### src/hw_diag_pkg.sv
package hw_diag_pkg;

	// ****************************************************************
	// Counter block layout.
	// ****************************************************************

	localparam int          NUM_SLOTS     = 32;
	localparam int          IDX_W         = 5;
	localparam int          NUM_COUNTERS  = 31;
	localparam logic [4:0]  IDX_ACK_CRC   = 5'h00;
	localparam logic [4:0]  IDX_ACK_TMO   = 5'h01;
	localparam logic [4:0]  IDX_CONTEND   = 5'h02;
	localparam logic [4:0]  IDX_BAD_ACK   = 5'h03;
	localparam logic [4:0]  IDX_RETURNED  = 5'h04;
	localparam logic [4:0]  IDX_TX_MFULL  = 5'h05;
	localparam logic [4:0]  IDX_POLL_TMO  = 5'h06;
	localparam logic [4:0]  IDX_FALSE_PL  = 5'h07;
	localparam logic [4:0]  IDX_HEARD_ST  = 5'h08;
	localparam logic [4:0]  IDX_SHORT     = 5'h09;
	localparam logic [4:0]  IDX_WRONG_DST = 5'h0A;
	localparam logic [4:0]  IDX_RX_MFULL  = 5'h0B;
	localparam logic [4:0]  IDX_BAD_CRC   = 5'h0C;
	localparam logic [4:0]  IDX_BUF_OVF   = 5'h0D;
	localparam logic [4:0]  IDX_MEM_OVF   = 5'h0E;
	localparam logic [4:0]  IDX_DUPLICATE = 5'h0F;
	localparam logic [4:0]  IDX_ABORT     = 5'h10;
	localparam logic [4:0]  IDX_TX_MSG    = 5'h11;
	localparam logic [4:0]  IDX_RX_MSG    = 5'h13;
	localparam logic [4:0]  IDX_CMD_SENT  = 5'h15;
	localparam logic [4:0]  IDX_CMD_EXEC  = 5'h17;
	localparam logic [4:0]  IDX_REPLY_RX  = 5'h19;
	localparam logic [4:0]  IDX_BREAK     = 5'h1B;
	localparam logic [4:0]  IDX_RESYNC    = 5'h1C;
	localparam logic [4:0]  IDX_CABLE     = 5'h1D;
	localparam logic [4:0]  IDX_UNDELIV   = 5'h1E;
	localparam logic [31:0] WIDE_MASK     = 32'h02AA_0000;
	localparam logic [7:0]  COUNTER_RESET = 8'h00;
	localparam logic [7:0]  DEFAULT_BASE  = 8'h00;

	// ****************************************************************
	// Protocol figures.
	// ****************************************************************

	localparam logic [7:0]  ACK_STATUS_OK       = 8'h00;
	localparam logic [7:0]  ACK_STATUS_MEM_FULL = 8'h01;
	localparam logic [2:0]  MAX_RETRIES         = 3'h5;
	localparam logic [8:0]  MAX_MSG_BYTES       = 9'h0FA;
	localparam logic [7:0]  CABLE_MOD_TOP       = 8'h04;
	localparam int          CLK_PERIOD_NS       = 4;
	localparam int          RETRY_WAIT_NS       = 500_000_000;
	localparam int          RETRY_WAIT_CYCLES   =
		(RETRY_WAIT_NS + CLK_PERIOD_NS - 1) / CLK_PERIOD_NS;

	// ****************************************************************
	// Carriers.
	// ****************************************************************

	typedef struct packed {
		logic       header_ok;
		logic       crc_ok;
		logic       is_ack;
		logic       is_status;
		logic       is_command;
		logic       done_or_error;
		logic       buffer_ready;
		logic [7:0] src;
		logic [7:0] dest;
		logic [7:0] seq;
		logic [8:0] length;
	} rx_frame_t;

	typedef struct packed {
		logic       crc_ok;
		logic [7:0] status;
	} ack_t;

endpackage : hw_diag_pkg

### src/counter_ram.sv
module counter_ram #(
	parameter int W     = 8,
	parameter int DEPTH = 32,
	parameter int AW    = 5
) (
	input  wire logic          clk,
	input  wire logic          ce,
	input  wire logic          we,
	input  wire logic [AW-1:0] waddr,
	input  wire logic [W-1:0]  wdata,
	input  wire logic [AW-1:0] raddr_a,
	output logic      [W-1:0]  rdata_a,
	input  wire logic [AW-1:0] raddr_b,
	output logic      [W-1:0]  rdata_b
);

	// ****************************************************************
	// Storage with one write port and two registered read ports.
	// ****************************************************************

	logic [W-1:0] mem [DEPTH];

	// Reads return the value held before a write in the same cycle.
	always_ff @(posedge clk) begin
		if (ce) begin
			if (we) begin
				mem[waddr] <= wdata;
			end
			rdata_a <= mem[raddr_a];
			rdata_b <= mem[raddr_b];
		end
	end

endmodule : counter_ram

### src/highway_link_diag_counters.sv
// Operation
// - Count ack timeouts at index 1.
// - Count highway contention at index 2.
// - Never retry a reply hit by contention.
// - Count nonzero, non-memory-full ack status.
// - Count each message returned to sender.
// - Memory full: count, wait, retry five.
// - Poll timeout takes mastership and counts.
// - Failed handover counts, keeps polling.
// - Count status frame heard as message.
// - Reject incomplete header, count index 9.
// - Reject destination equal to source, count.
// - Ack without buffer counts, next overflows.
// - Bad CRC: message index 12, ack 0.
// - Count messages longer than 250 bytes.
// - Count message arriving without buffer.
// - Discard and count duplicates between polls.
// - 16-bit transmitted and received message counts.
// - 16-bit count of generated commands.
// - Count executed commands, one reply each.
// - 16-bit count of replies setting bits.
// - Count resyncs and terminal breaks.
// - Cable errors count down modulo five.
// - Byte counters wrap to zero.
// - Reader gets base, then reads offsets.
module highway_link_diag_counters
	import hw_diag_pkg::*;
#(
	parameter int         WAIT_CYCLES  = RETRY_WAIT_CYCLES,
	parameter logic [7:0] COUNTER_BASE = DEFAULT_BASE
) (
	input  wire logic       clk,
	input  wire logic       ce,
	input  wire logic       sys_rst,
	input  wire logic       rx_frame_valid,
	input  wire rx_frame_t  rx_frame,
	input  wire logic       poll_seen,
	input  wire logic       ack_rx_valid,
	input  wire ack_t       ack_rx,
	input  wire logic       ack_timeout,
	input  wire logic       contention,
	input  wire logic       tx_is_reply,
	input  wire logic       poll_timeout,
	input  wire logic       handover_no_response,
	input  wire logic       handover_done,
	input  wire logic       ack_sent_no_buffer,
	input  wire logic       command_generated,
	input  wire logic       abort_seen,
	input  wire logic       host_resync,
	input  wire logic       terminal_break,
	input  wire logic       cable_error,
	input  wire logic       diag_status_req,
	input  wire logic       diag_rd_req,
	input  wire logic [7:0] diag_rd_addr,
	output logic      [7:0] diag_base,
	output logic            diag_status_valid,
	output logic      [7:0] diag_rd_data,
	output logic            diag_rd_valid,
	output logic            rx_accept,
	output logic            rx_discard,
	output logic            reply_send,
	output logic            tx_retry,
	output logic            tx_return,
	output logic            reply_destroy,
	output logic            master,
	output logic            forced_io_reset
);

	// ****************************************************************
	// Helpers.
	// ****************************************************************

	// One-hot set vector for a counter index.
	function automatic logic [NUM_SLOTS-1:0] hit(input logic [IDX_W-1:0] idx);
		hit = '0;
		hit[idx] = 1'b1;
	endfunction : hit

	// Lowest pending counter index.
	function automatic logic [IDX_W-1:0] lowest(input logic [NUM_SLOTS-1:0] v);
		lowest = '0;
		for (int i = NUM_SLOTS - 1; i >= 0; i--) begin
			if (v[i]) begin
				lowest = IDX_W'(i);
			end
		end
	endfunction : lowest

	// ****************************************************************
	// Received frame classification.
	// ****************************************************************

	logic       dup_valid;
	logic [7:0] dup_seq;
	logic       dup_cmd;
	logic       mem_ovf_armed;

	// Frames are checked in order; the first failure decides the counter.
	wire logic fr_short   = !rx_frame.header_ok;
	wire logic fr_crc     = !fr_short && !rx_frame.crc_ok;
	wire logic fr_status  = !fr_short && !fr_crc && rx_frame.is_status;
	wire logic fr_pass1   = !fr_short && !fr_crc && !rx_frame.is_status;
	wire logic fr_wdest   = fr_pass1 && !rx_frame.is_ack &&
		(rx_frame.src == rx_frame.dest);
	wire logic fr_msg     = fr_pass1 && !rx_frame.is_ack && !fr_wdest;
	wire logic fr_big     = fr_msg && (rx_frame.length > MAX_MSG_BYTES);
	wire logic fr_nobuf   = fr_msg && !fr_big &&
		(!rx_frame.buffer_ready || mem_ovf_armed);
	wire logic fr_dup     = fr_msg && !fr_big && !fr_nobuf && dup_valid &&
		(dup_seq == rx_frame.seq) && (dup_cmd == rx_frame.is_command);
	wire logic fr_good    = fr_msg && !fr_big && !fr_nobuf && !fr_dup;
	wire logic fr_exec    = fr_good && rx_frame.is_command;
	wire logic fr_reply   = fr_good && !rx_frame.is_command && rx_frame.done_or_error;
	wire logic fr_v       = rx_frame_valid;

	// Acknowledgement outcome on the transmit side.
	wire logic ack_bad_crc = ack_rx_valid && !ack_rx.crc_ok;
	wire logic ack_full    = ack_rx_valid && ack_rx.crc_ok &&
		(ack_rx.status == ACK_STATUS_MEM_FULL);
	wire logic ack_other   = ack_rx_valid && ack_rx.crc_ok &&
		(ack_rx.status != ACK_STATUS_MEM_FULL) && (ack_rx.status != ACK_STATUS_OK);
	wire logic ack_good    = ack_rx_valid && ack_rx.crc_ok && (ack_rx.status == ACK_STATUS_OK);

	// ****************************************************************
	// Memory-full retry and reply destruction.
	// ****************************************************************

	logic [2:0]  retry_cnt;
	logic [31:0] wait_cnt;
	logic        waiting;

	wire logic retry_exhausted = ack_full && (retry_cnt == MAX_RETRIES);
	wire logic reply_lost      = contention && tx_is_reply;
	wire logic wait_done       = waiting && (wait_cnt == 32'h0000_0001);

	// Holds a memory-full message for the wait time, then asks for a retry.
	always_ff @(posedge clk or posedge sys_rst) begin
		if (sys_rst) begin
			retry_cnt <= 3'h0;
			waiting   <= 1'b0;
			wait_cnt  <= 32'h0000_0000;
		end else if (ce) begin
			if (ack_good || retry_exhausted) begin
				retry_cnt <= 3'h0;
				waiting   <= 1'b0;
			end else if (ack_full) begin
				retry_cnt <= retry_cnt + 3'h1;
				waiting   <= 1'b1;
				wait_cnt  <= 32'(WAIT_CYCLES);
			end else if (waiting) begin
				wait_cnt <= wait_cnt - 32'h0000_0001;
				waiting  <= !wait_done;
			end
		end
	end

	// Link driver strobes; a contended command is retried, a reply is not.
	always_ff @(posedge clk or posedge sys_rst) begin
		if (sys_rst) begin
			tx_retry      <= 1'b0;
			tx_return     <= 1'b0;
			reply_destroy <= 1'b0;
		end else if (ce) begin
			tx_retry      <= wait_done || (contention && !tx_is_reply);
			tx_return     <= retry_exhausted;
			reply_destroy <= reply_lost;
		end
	end

	// ****************************************************************
	// Mastership and receive-side state.
	// ****************************************************************

	// Poll timeout grabs the highway; a silent successor leaves us polling.
	always_ff @(posedge clk or posedge sys_rst) begin
		if (sys_rst) begin
			master <= 1'b0;
		end else if (ce) begin
			if (poll_timeout || handover_no_response) begin
				master <= 1'b1;
			end else if (handover_done) begin
				master <= 1'b0;
			end
		end
	end

	// Duplicate history lives between polls; a buffer-less ack arms overflow.
	always_ff @(posedge clk or posedge sys_rst) begin
		if (sys_rst) begin
			dup_valid     <= 1'b0;
			dup_seq       <= 8'h00;
			dup_cmd       <= 1'b0;
			mem_ovf_armed <= 1'b0;
		end else if (ce) begin
			if (fr_v && fr_good) begin
				dup_valid <= 1'b1;
				dup_seq   <= rx_frame.seq;
				dup_cmd   <= rx_frame.is_command;
			end else if (poll_seen) begin
				dup_valid <= 1'b0;
			end
			if (ack_sent_no_buffer) begin
				mem_ovf_armed <= 1'b1;
			end else if (fr_v && fr_msg && !fr_big) begin
				mem_ovf_armed <= 1'b0;
			end
		end
	end

	// Frame verdict strobes, one reply per executed command.
	always_ff @(posedge clk or posedge sys_rst) begin
		if (sys_rst) begin
			rx_accept  <= 1'b0;
			rx_discard <= 1'b0;
			reply_send <= 1'b0;
		end else if (ce) begin
			rx_accept  <= fr_v && fr_good;
			rx_discard <= fr_v && !fr_good && !(fr_pass1 && rx_frame.is_ack);
			reply_send <= fr_v && fr_exec;
		end
	end

	// ****************************************************************
	// Event collection.
	// ****************************************************************

	wire logic [NUM_SLOTS-1:0] ev_link =
		({NUM_SLOTS{ack_timeout}} & hit(IDX_ACK_TMO)) |
		({NUM_SLOTS{contention}} & hit(IDX_CONTEND)) |
		({NUM_SLOTS{ack_other}} & hit(IDX_BAD_ACK)) |
		({NUM_SLOTS{retry_exhausted || reply_lost}} & hit(IDX_RETURNED)) |
		({NUM_SLOTS{ack_full}} & hit(IDX_TX_MFULL)) |
		({NUM_SLOTS{poll_timeout}} & hit(IDX_POLL_TMO)) |
		({NUM_SLOTS{handover_no_response}} & hit(IDX_FALSE_PL)) |
		({NUM_SLOTS{ack_sent_no_buffer}} & hit(IDX_RX_MFULL)) |
		({NUM_SLOTS{ack_bad_crc}} & hit(IDX_ACK_CRC)) |
		({NUM_SLOTS{ack_good}} & hit(IDX_TX_MSG)) |
		({NUM_SLOTS{command_generated}} & hit(IDX_CMD_SENT)) |
		({NUM_SLOTS{abort_seen}} & hit(IDX_ABORT)) |
		({NUM_SLOTS{reply_lost}} & hit(IDX_UNDELIV));

	wire logic [NUM_SLOTS-1:0] ev_rx = {NUM_SLOTS{fr_v}} & (
		({NUM_SLOTS{fr_short}} & hit(IDX_SHORT)) |
		({NUM_SLOTS{fr_crc && !rx_frame.is_ack}} & hit(IDX_BAD_CRC)) |
		({NUM_SLOTS{fr_crc && rx_frame.is_ack}} & hit(IDX_ACK_CRC)) |
		({NUM_SLOTS{fr_status}} & hit(IDX_HEARD_ST)) |
		({NUM_SLOTS{fr_wdest}} & hit(IDX_WRONG_DST)) |
		({NUM_SLOTS{fr_big}} & hit(IDX_BUF_OVF)) |
		({NUM_SLOTS{fr_nobuf}} & hit(IDX_MEM_OVF)) |
		({NUM_SLOTS{fr_dup}} & hit(IDX_DUPLICATE)) |
		({NUM_SLOTS{fr_good}} & hit(IDX_RX_MSG)) |
		({NUM_SLOTS{fr_exec}} & hit(IDX_CMD_EXEC)) |
		({NUM_SLOTS{fr_reply}} & hit(IDX_REPLY_RX)));

	wire logic [NUM_SLOTS-1:0] ev_host =
		({NUM_SLOTS{host_resync}} & hit(IDX_RESYNC)) |
		({NUM_SLOTS{terminal_break}} & hit(IDX_BREAK)) |
		({NUM_SLOTS{cable_error}} & hit(IDX_CABLE));

	// ****************************************************************
	// Counter update engine.
	// ****************************************************************

	typedef enum logic [2:0] {S_CLEAR, S_IDLE, S_ISSUE, S_LO, S_HI} scan_state_t;

	scan_state_t           state;
	logic [NUM_SLOTS-1:0]  pending;
	logic [IDX_W-1:0]      cur_idx;
	logic [7:0]            rd_lo;
	logic [7:0]            rd_b;

	wire logic [NUM_SLOTS-1:0] events   = ev_link | ev_rx | ev_host;
	wire logic                 pick     = (state == S_IDLE) && (pending != '0);
	wire logic [IDX_W-1:0]     pick_idx = lowest(pending);
	wire logic [NUM_SLOTS-1:0] clr      = pick ? hit(pick_idx) : '0;
	wire logic [NUM_SLOTS-1:0] next_pending = (pending & ~clr) | events;
	wire logic                 is_wide  = WIDE_MASK[cur_idx];
	wire logic                 is_cable = (cur_idx == IDX_CABLE);
	wire logic [7:0]           next_lo  = is_cable ?
		((rd_lo == COUNTER_RESET) ? CABLE_MOD_TOP : rd_lo - 8'h01) : rd_lo + 8'h01;
	wire logic                 carry    = is_wide && (rd_lo == 8'hFF);
	wire logic [IDX_W-1:0]     hi_idx   = cur_idx + IDX_W'(1);
	wire logic [IDX_W-1:0]     rd_a_idx = (state == S_LO) ? hi_idx : cur_idx;
	wire logic                 mem_we   = (state == S_CLEAR) || (state == S_LO) ||
		(state == S_HI);
	wire logic [IDX_W-1:0]     mem_wa   = (state == S_HI) ? hi_idx : cur_idx;
	wire logic [7:0]           mem_wd   = (state == S_CLEAR) ? COUNTER_RESET :
		(state == S_LO) ? next_lo : rd_lo + 8'h01;

	// Pending flags: a new event wins over the clear of the same flag.
	always_ff @(posedge clk or posedge sys_rst) begin
		if (sys_rst) begin
			pending <= hit(IDX_RESYNC);
		end else if (ce) begin
			pending <= next_pending;
		end
	end

	// Sweeps the block to zero after reset, then read-modify-writes counters.
	always_ff @(posedge clk or posedge sys_rst) begin
		if (sys_rst) begin
			state   <= S_CLEAR;
			cur_idx <= '0;
		end else if (ce) begin
			case (state)
				S_CLEAR: begin
					cur_idx <= cur_idx + IDX_W'(1);
					if (cur_idx == IDX_W'(NUM_SLOTS - 1)) begin
						state <= S_IDLE;
					end
				end
				S_IDLE: begin
					if (pick) begin
						cur_idx <= pick_idx;
						state   <= S_ISSUE;
					end
				end
				S_ISSUE: state <= S_LO;
				S_LO:    state <= carry ? S_HI : S_IDLE;
				S_HI:    state <= S_IDLE;
				default: state <= S_IDLE;
			endcase
		end
	end

	// Cable error counter reaching zero triggers the forced-table handshake.
	always_ff @(posedge clk or posedge sys_rst) begin
		if (sys_rst) begin
			forced_io_reset <= 1'b0;
		end else if (ce) begin
			forced_io_reset <= (state == S_LO) && is_cable &&
				(next_lo == COUNTER_RESET);
		end
	end

	// ****************************************************************
	// Diagnostic status and read port.
	// ****************************************************************

	logic             rd_pend;
	logic             rd_in_range;

	wire logic [7:0]       rd_off   = diag_rd_addr - COUNTER_BASE;
	wire logic             rd_legal = (rd_off < 8'(NUM_COUNTERS));
	wire logic [IDX_W-1:0] rd_idx   = rd_off[IDX_W-1:0];

	// Port b follows the request address, so its byte is ready one cycle later.
	counter_ram #(
		.W     (8),
		.DEPTH (NUM_SLOTS),
		.AW    (IDX_W)
	) u_ram (
		.clk     (clk),
		.ce      (ce),
		.we      (mem_we),
		.waddr   (mem_wa),
		.wdata   (mem_wd),
		.raddr_a (rd_a_idx),
		.rdata_a (rd_lo),
		.raddr_b (rd_idx),
		.rdata_b (rd_b)
	);

	// Status answers with the block base; reads return base-relative bytes.
	always_ff @(posedge clk or posedge sys_rst) begin
		if (sys_rst) begin
			diag_base         <= 8'h00;
			diag_status_valid <= 1'b0;
			rd_pend           <= 1'b0;
			rd_in_range       <= 1'b0;
			diag_rd_data      <= 8'h00;
			diag_rd_valid     <= 1'b0;
		end else if (ce) begin
			diag_status_valid <= diag_status_req;
			if (diag_status_req) begin
				diag_base <= COUNTER_BASE;
			end
			rd_pend     <= diag_rd_req;
			rd_in_range <= diag_rd_req && rd_legal;
			diag_rd_valid <= rd_pend;
			if (rd_pend) begin
				diag_rd_data <= rd_in_range ? rd_b : 8'h00;
			end
		end
	end

endmodule : highway_link_diag_counters

### config.mk
export PLATFORM = sky130hd
export DESIGN_NAME = highway_link_diag_counters
export DESIGN_NICKNAME = d
export VERILOG_FILES = /design/src/hw_diag_pkg.sv /design/src/counter_ram.sv /design/src/highway_link_diag_counters.sv
export SDC_FILE = /design/constraint.sdc
export NUM_CORES = 1
export LEC_CHECK = 0
export BUFFER_PORTS_ARGS = -buffer_cell sky130_fd_sc_hd__buf_2
export CORE_ASPECT_RATIO = 1.1
export CORE_UTILIZATION = 55
export DETAILED_ROUTE_END_ITERATION = 8
export GPL_TIMING_DRIVEN = 0
export MAX_ROUTING_LAYER = met4
export PLACE_DENSITY = 0.73
export SKIP_CTS_REPAIR_TIMING = 1
export SLEW_MARGIN = 40
export SYNTH_ARGS = -nofsm -noshare
export SYNTH_HDL_FRONTEND = slang
export SYNTH_HIERARCHICAL = 1
export SYNTH_SLANG_ARGS = --single-unit
### constraint.sdc
create_clock -name clk -period 12.1 [get_ports clk]
set_clock_uncertainty 0.2 [all_clocks]
set_input_delay 0.605 -clock clk [delete_from_list [all_inputs] [get_ports clk]]
set_output_delay 0.605 -clock clk [all_outputs]
set_load 0.01 [all_outputs]
==> out/results.ini, run 1 <==
[synth]
synth_warnings = 6
synth.distinct_cells = 74
yosysTopAreaCell = edfxtp_1
synth_edf_count = 272
ys_async_sr_fraction_pct = 28.2
syn-mean-instance-area_sq_um = 15.0
yosys.area.top_type_share_pct = 43.3
synthTopCellsByArea = edfxtp_1, mux4_2, dfrtp_1
yosys_register_bits = 379
synth_top_flop_cell = edfxtp_1
library_cell_with_the_highest_instance_count_after_synthesis = edfxtp_1
synth.cell_area_sq_mm = 0.0188
ys_seq_area_share_pct = 57.6
post_synth_inst_count = 1258
synthTopCellsByCount = edfxtp_1, mux4_2, dfrtp_1, nand2_1, nor2_1

[place]
place.port_buffers = 94
detailed_placement_wirelength_estimate_mm = 33.6
place_worst_setup_slack_ns = 7.65
finalWeightedCongestion = 0.932

[final_layout]
post_layout_net_count = 1501
core_occupancy_in_the_finished_layout_pct = 64.5
insertedDiodeCount = 0
layout-drive-gt1-share_pct = 29.7
fillerInstances = 2365
synthesis_to_finish_area_growth_pct = 14.4

[grt]
grt_remaining_overflow = 0
pin_count_of_the_biggest_net_entering_global_routing = 56
grt_pass1_wl_mm = 72.3
number_of_global_route_vias_before_repair = 12300
grt_antenna_before_repair = 0
global_route.usage.total_pct = 28.8

[detailed_routing]
drt_iter0_drc = 1265
wire_per_inst_microns = 25.3
post-route-drc-count = 0
detail_route.first_pass.iterations = 6
route.antenna.remaining_nets = 0
vias_per_cell = 6.60
routed-via-count = 12400
drt_wl_total_mm = 47.6

[floorplanning]
effective_utilization_at_floorplan_pct = 56.3
die_height_microns = 196
core_area_sq_mm = 0.0335
die-width_microns = 178
num_io_pins = 103
placementRows = 70
fp.dieArea_sq_mm = 0.0350

[critical_path]
cp.required_ns = 12.20
crit_path_end_kind = flop
path_class = flop to flop
worstPathArrival_ns = 4.70
worst_setup_path_start_kind = flop
crit_path_max_fanout = 10

[clocking]
clock_tree_from_tritoncts = yes
htree_levels = 2
cts_sink_cnt = 379
clockRootBuffer = clkbuf_16
cts_buffers = 40
cts_buffer_depth = 3
clkLatencyLatePin_ns = 0.55
clk_pin_slew_worst_paths_ns = 0.06

[job]
max-cap-violations = 0

[timing]
timing.final.max_slew_violations = 0
max_freq_ghz = 0.217
setup_viol = 0
worst-slew-pin-transition_ns = 0.944
hold_violations_final = 0
setup_tns_ns = 0
period_share_pct = 38.0
worst_slack_ns = 7.50
timing.slew.headroom_pct = 37.1
period_minus_slack_ns = 4.60
rsz0062_at_grt = no

[power_and_ir_drop]
leakagePower_nw = 7.61
worst_supply_voltage_drop_on_vdd_v = 0.000119
p_per_area_mw_per_mm2 = 212
total_power_mw = 4.56

[status]
status = finished, final reports clean

[worst_hold_path]
holdCritPathClass = input pin to flop

[worst paths after layout]
kind / cells past startpoint / startpoint / endpoint / slack [ns]
max: 9 / state[1] / u_ram/rdata_a[2] / 7.50
min: 3 / handover_no_response / pending[7] / 0.08
max reg2reg: 9 / state[1] / u_ram/rdata_a[2] / 7.50
min reg2reg: 1 / reply_destroy / reply_destroy / 0.28
max in group asynchronous: 4 / sys_rst / pending[28] / 10.64
min in group asynchronous: 3 / sys_rst / wait_cnt[1] / 0.43
[registers in the layout, summed over array words and instances, names as in the netlist, 3 cells and up]
register	cells
diag_rd_data	8
u_ram/mem	256
wait_cnt	32
retry_cnt	3
pending	32
u_ram/rdata_b	8
cur_idx	5
u_ram/rdata_a	8
state	3
dup_seq	8
[area by class of cell]
cell class | count | area, sq um | share of cell area (%)
flip-flops and latches | 379 | 10800 | 50.3
multi-input cells | 782 | 7670 | 35.6
clock buffers | 50 | 1080 | 5.01
repair buffers | 107 | 636 | 2.95
well taps | 432 | 541 | 2.51
plain buffers | 79 | 394 | 1.83
clock inverters | 23 | 298 | 1.38
inverters | 25 | 101 | 0.470
[critical path, stage by stage (launching register included)]
cell and delay, ns:
dfrtp_1 0.34, clkbuf_1 0.34, clkbuf_1 0.43, nand3_1 0.16, xnor2_1 0.17, clkbuf_1 0.65
clkbuf_1 0.75, mux4_2 0.44, mux4_2 0.56, mux2_2 0.29
[cells by family after synthesis]
logic type | synth area share (%)
AOI/OAI and AO/OA | 6.10
DFF | 57.6
muxes | 21.0
buffers and inverters | 2.58
and+or+nand+nor | 9.47
xor gates and xnor gates | 2.60
adders and majority gates | 0.664
other | 0.0199
[power breakdown]
| group | switching, mW | internal, mW | total (mW) | leakage [nW] |
|---|---|---|---|---|
| sequential | 0.0594 | 1.70 | 1.76 | 3.83 |
| clock | 0.511 | 0.784 | 1.29 | 0.668 |
| combinational | 0.885 | 0.625 | 1.51 | 3.11 |
| total | 1.45 | 3.11 | 4.56 | 7.61 |
[cells in the final DEF (no fill, tap or decap), drive strengths merged, types with 28 or more instances in the layout]
| cell type | n |
|---|---|
| clkbuf | 87 |
| edfxtp | 272 |
| nor2 | 94 |
| o21ai | 49 |
| mux4 | 160 |
| xor2 | 30 |
| nand2 | 103 |
| mux2 | 28 |
| dfrtp | 106 |
| buf | 148 |
[metrics by stage]
stage | std cells | area (sq um) | hold slack [ns]
after CTS | 1876 | 21500 | -0.121
after global placement | 1791 | 19900 | 0.258
final | 1877 | 21600 | 0.0761
after global routing | 1877 | 21600 | 0.0677
after detailed placement | 1803 | 20200 | 0.267
after floorplan | 1265 | 18900 | 0.249
[per-layer routing]
| layer | GRT usage (%) | wire (microns) | vias to the layer above | part of all wire [%] |
|---|---|---|---|---|
| met5 | - | 0 | - | 0 |
| met3 | 4.88 | 4210 | 137 | 8.8 |
| met2 | 44.9 | 23000 | 717 | 48 |
| met4 | 14.6 | 2470 | 0 | 5.2 |
| met1 | 36.4 | 17900 | 6247 | 38 |
| li1 | - | - | 5296 | - |
Power figures use the tool's default switching activity.
==> run 2, diff against run 1 <==
--- a/config.mk
+++ b/config.mk
@@ -5,6 +5,7 @@
 export SDC_FILE = /design/constraint.sdc
 export NUM_CORES = 1
 export LEC_CHECK = 0
+export ABC_AREA = 1
 export BUFFER_PORTS_ARGS = -buffer_cell sky130_fd_sc_hd__buf_2
 export CORE_ASPECT_RATIO = 1.1
 export CORE_UTILIZATION = 55
==> constraint.sdc (replaced) <==
create_clock -name clk -period 4.51 [get_ports clk]
set_clock_uncertainty 0.2 [all_clocks]
set_input_delay 0.2255 -clock clk [delete_from_list [all_inputs] [get_ports clk]]
set_output_delay 0.2255 -clock clk [all_outputs]
set_load 0.01 [all_outputs]
==> out/results.ini, run 2 <==
[synth]
synthTopCellsByArea = edfxtp_1, nand2_1, dfrtp_1  ; was edfxtp_1, mux4_2, dfrtp_1
synth_edf_count = 272  ; unchanged
synth_warnings = 6  ; unchanged
syn-mean-instance-area_sq_um = 8.32  ; was 15.0 sq um
synthTopCellsByCount = nand2_1, nand3_1, edfxtp_1, inv_1, nor2_1  ; was edfxtp_1, mux4_2, dfrtp_1, nand2_1, nor2_1
yosysTopAreaCell = edfxtp_1  ; unchanged
yosys.area.top_type_share_pct = 40.1  ; was 43.3%
library_cell_with_the_highest_instance_count_after_synthesis = nand2_1  ; was edfxtp_1
ys_seq_area_share_pct = 53.3  ; was 57.6%
synth.distinct_cells = 53  ; was 74
post_synth_inst_count = 2445  ; was 1258
synth_top_flop_cell = edfxtp_1  ; unchanged
ys_async_sr_fraction_pct = 28.2  ; unchanged
synth.cell_area_sq_mm = 0.0203  ; was 0.0188 sq mm
yosys_register_bits = 379  ; unchanged

[clocking]
clkLatencyLatePin_ns = 0.56  ; was 0.55 ns
clk_pin_slew_worst_paths_ns = 0.06  ; about the same
cts_buffers = 42  ; was 40
cts_sink_cnt = 379  ; unchanged
clockRootBuffer = clkbuf_16  ; unchanged
cts_buffer_depth = 3  ; unchanged
htree_levels = 2  ; unchanged
clock_tree_from_tritoncts = yes  ; unchanged

[grt]
pin_count_of_the_biggest_net_entering_global_routing = 70  ; was 56
grt_remaining_overflow = 0  ; unchanged
grt_pass1_wl_mm = 103  ; was 72.3 mm
number_of_global_route_vias_before_repair = 17500  ; was 12300
grt_antenna_before_repair = 1  ; was 0
global_route.usage.total_pct = 38.5  ; was 28.8%

[critical_path]
worstPathArrival_ns = 4.20  ; was 4.70 ns
crit_path_end_kind = flop  ; unchanged
worst_setup_path_start_kind = flop  ; unchanged
cp.required_ns = 4.49  ; was 12.20 ns
path_class = flop to flop  ; unchanged
crit_path_max_fanout = 10  ; unchanged

[detailed_routing]
route.antenna.remaining_nets = 0  ; unchanged
wire_per_inst_microns = 22.1  ; was 25.3 microns
drt_iter0_drc = 1952  ; was 1265
routed-via-count = 18500  ; was 12400
post-route-drc-count = 0  ; unchanged
detail_route.first_pass.iterations = 6  ; unchanged
vias_per_cell = 5.84  ; was 6.60
drt_wl_total_mm = 70.0  ; was 47.6 mm

[power_and_ir_drop]
worst_supply_voltage_drop_on_vdd_v = 0.000412  ; was 0.000119 V
p_per_area_mw_per_mm2 = 657  ; was 212 mW/mm^2
leakagePower_nw = 10.5  ; was 7.61 nW

[timing]
hold_violations_final = 3  ; was 0
timing.final.max_slew_violations = 0  ; unchanged
final.hold.worst_slack_ns = -0.0360  ; was 0.0761 ns
max_freq_ghz = 0.237  ; was 0.217 GHz
period_minus_slack_ns = 4.21  ; was 4.60 ns
rsz0062_at_grt = no  ; unchanged
setup_viol = 0  ; unchanged
timing.slew.headroom_pct = 38.7  ; was 37.1%
setup_tns_ns = 0  ; unchanged
period_share_pct = 93.4  ; was 38.0%
worst-slew-pin-transition_ns = 0.919  ; was 0.944 ns

[floorplanning]
effective_utilization_at_floorplan_pct = 56.1  ; was 56.3%
fp.dieArea_sq_mm = 0.0378  ; was 0.0350 sq mm
die_height_microns = 204  ; was 196 microns
placementRows = 73  ; was 70
die-width_microns = 185  ; was 178 microns
num_io_pins = 103  ; unchanged
core_area_sq_mm = 0.0363  ; was 0.0335 sq mm

[status]
status = finished with violations  ; was finished, final reports clean
violations = hold timing

[worst_hold_path]
holdCritPathClass = input pin to flop  ; unchanged

[final_layout]
leading_cell_type_in_the_layout_fill_and_taps_excluded = nand2_1  ; was edfxtp_1
post_layout_net_count = 2742  ; was 1501
register_with_the_most_flip_flops = u_ram/mem  ; unchanged
largest_reg_flops = 256  ; unchanged
layout-drive-gt1-share_pct = 12.4  ; was 29.7%
synthesis_to_finish_area_growth_pct = 16.2  ; was 14.4%
biggestRegsByFlops = u_ram/mem (256), pending (32), wait_cnt (32)  ; unchanged
most-common-layout-cells = nand2_1, nand3_1, edfxtp_1, inv_1, buf_2  ; was edfxtp_1, mux4_2, dfrtp_1, nand2_1, buf_2

[place]
finalWeightedCongestion = 1.01  ; was 0.932
place.port_buffers = 94  ; unchanged
detailed_placement_wirelength_estimate_mm = 50.8  ; was 33.6 mm

[job]
max-cap-violations = 0  ; unchanged

run 2: changes by cell type after synthesis, moves of 16 or more:
cell | previous run | this run
buf_6 | 2 | 46
buf_2 | 5 | 30
nor2_1 | 94 | 120
o31ai_1 | 26 | 7
inv_1 | 25 | 149
xnor2_1 | 26 | 4
a21oi_1 | 18 | 38
o21ai_0 | 49 | 65
nand2_1 | 103 | 939
mux2_2 | 28 | 3
nand3_1 | 23 | 462
mux4_2 | 160 | 0
run 2: kinds of logic after synthesis:
group                    share of synthesized area [%]
AND/OR/NAND/NOR                                   33.5
flip-flops                                        53.3
buffers and inverters                             7.53
AO/OA/AOI/OAI                                     3.75
XOR/XNOR                                          1.12
adder cells (fa/ha/maj)                          0.615
multiplexers                                     0.166
other                                           0.0184
run 2: area by class of cell:
type / count / area (sq um)
sequential: 379 / 10800
clock inverter: 19 / 97.6
tap: 487 / 609
timing repair buffer: 159 / 1210
antenna: 1 / 2.50
clock buffer: 56 / 1180
inverter: 163 / 619
buffer: 125 / 920
multi-input combinational: 1785 / 8170
fill: 3028 / 12600
run 2: path summary, 6_finish.rpt:
path,end,depth (start not counted),start,slack [ns]
setup reg to reg,u_ram/mem[11][1],10,state[0],0.30
max in group asynchronous,pending[28],4,sys_rst,3.43
min in group asynchronous,state[2],3,sys_rst,0
hold / removal,tx_return,6,ack_rx[1],-0.04
hold reg to reg,pending[22],2,pending[22],0.27
setup / recovery,u_ram/mem[11][1],10,state[0],0.30
run 2: layer usage:
metal / share of wire, % / track usage [%] / up-vias
li1: - / - / 8562
met5: 0 / - / -
met2: 46 / 60.2 / 1063
met1: 38 / 47.6 / 8702
met3: 9.9 / 6.05 / 222
met4: 5.9 / 22.0 / 0
run 2: critical path: stages (launching register included):
cell,delay (ns)
dfrtp_1,0.42
inv_1,0.11
nor3_1,0.26
clkinv_1,0.51
nand2_1,0.56
inv_1,0.16
nand2_1,0.09
nand2_1,0.05
inv_1,0.12
nand3_1,0.51
nor2_1,0.85
run 2: metrics by stage:
step                util [%]  setup slack, ns  area (sq um)  power [mW]  std cells
detailed placement      60.3            0.312         21900        12.1       3049
floorplan                  -            0.951         20400        8.95       2452
global route            65.2            0.134         23700        16.1       3174
global placement        59.2            -2.29         21500        11.5       3033
finish                  65.2            0.299         23700        15.5       3174
CTS                     63.8            0.296         23100        15.3       3124
run 2: report_power, final:
group / internal (mW) / switching [mW] / total (mW)
registers: 4.66 / 0.179 / 4.83
logic: 2.17 / 5.32 / 7.50
clock network: 1.83 / 1.38 / 3.21
total: 8.66 / 6.88 / 15.5
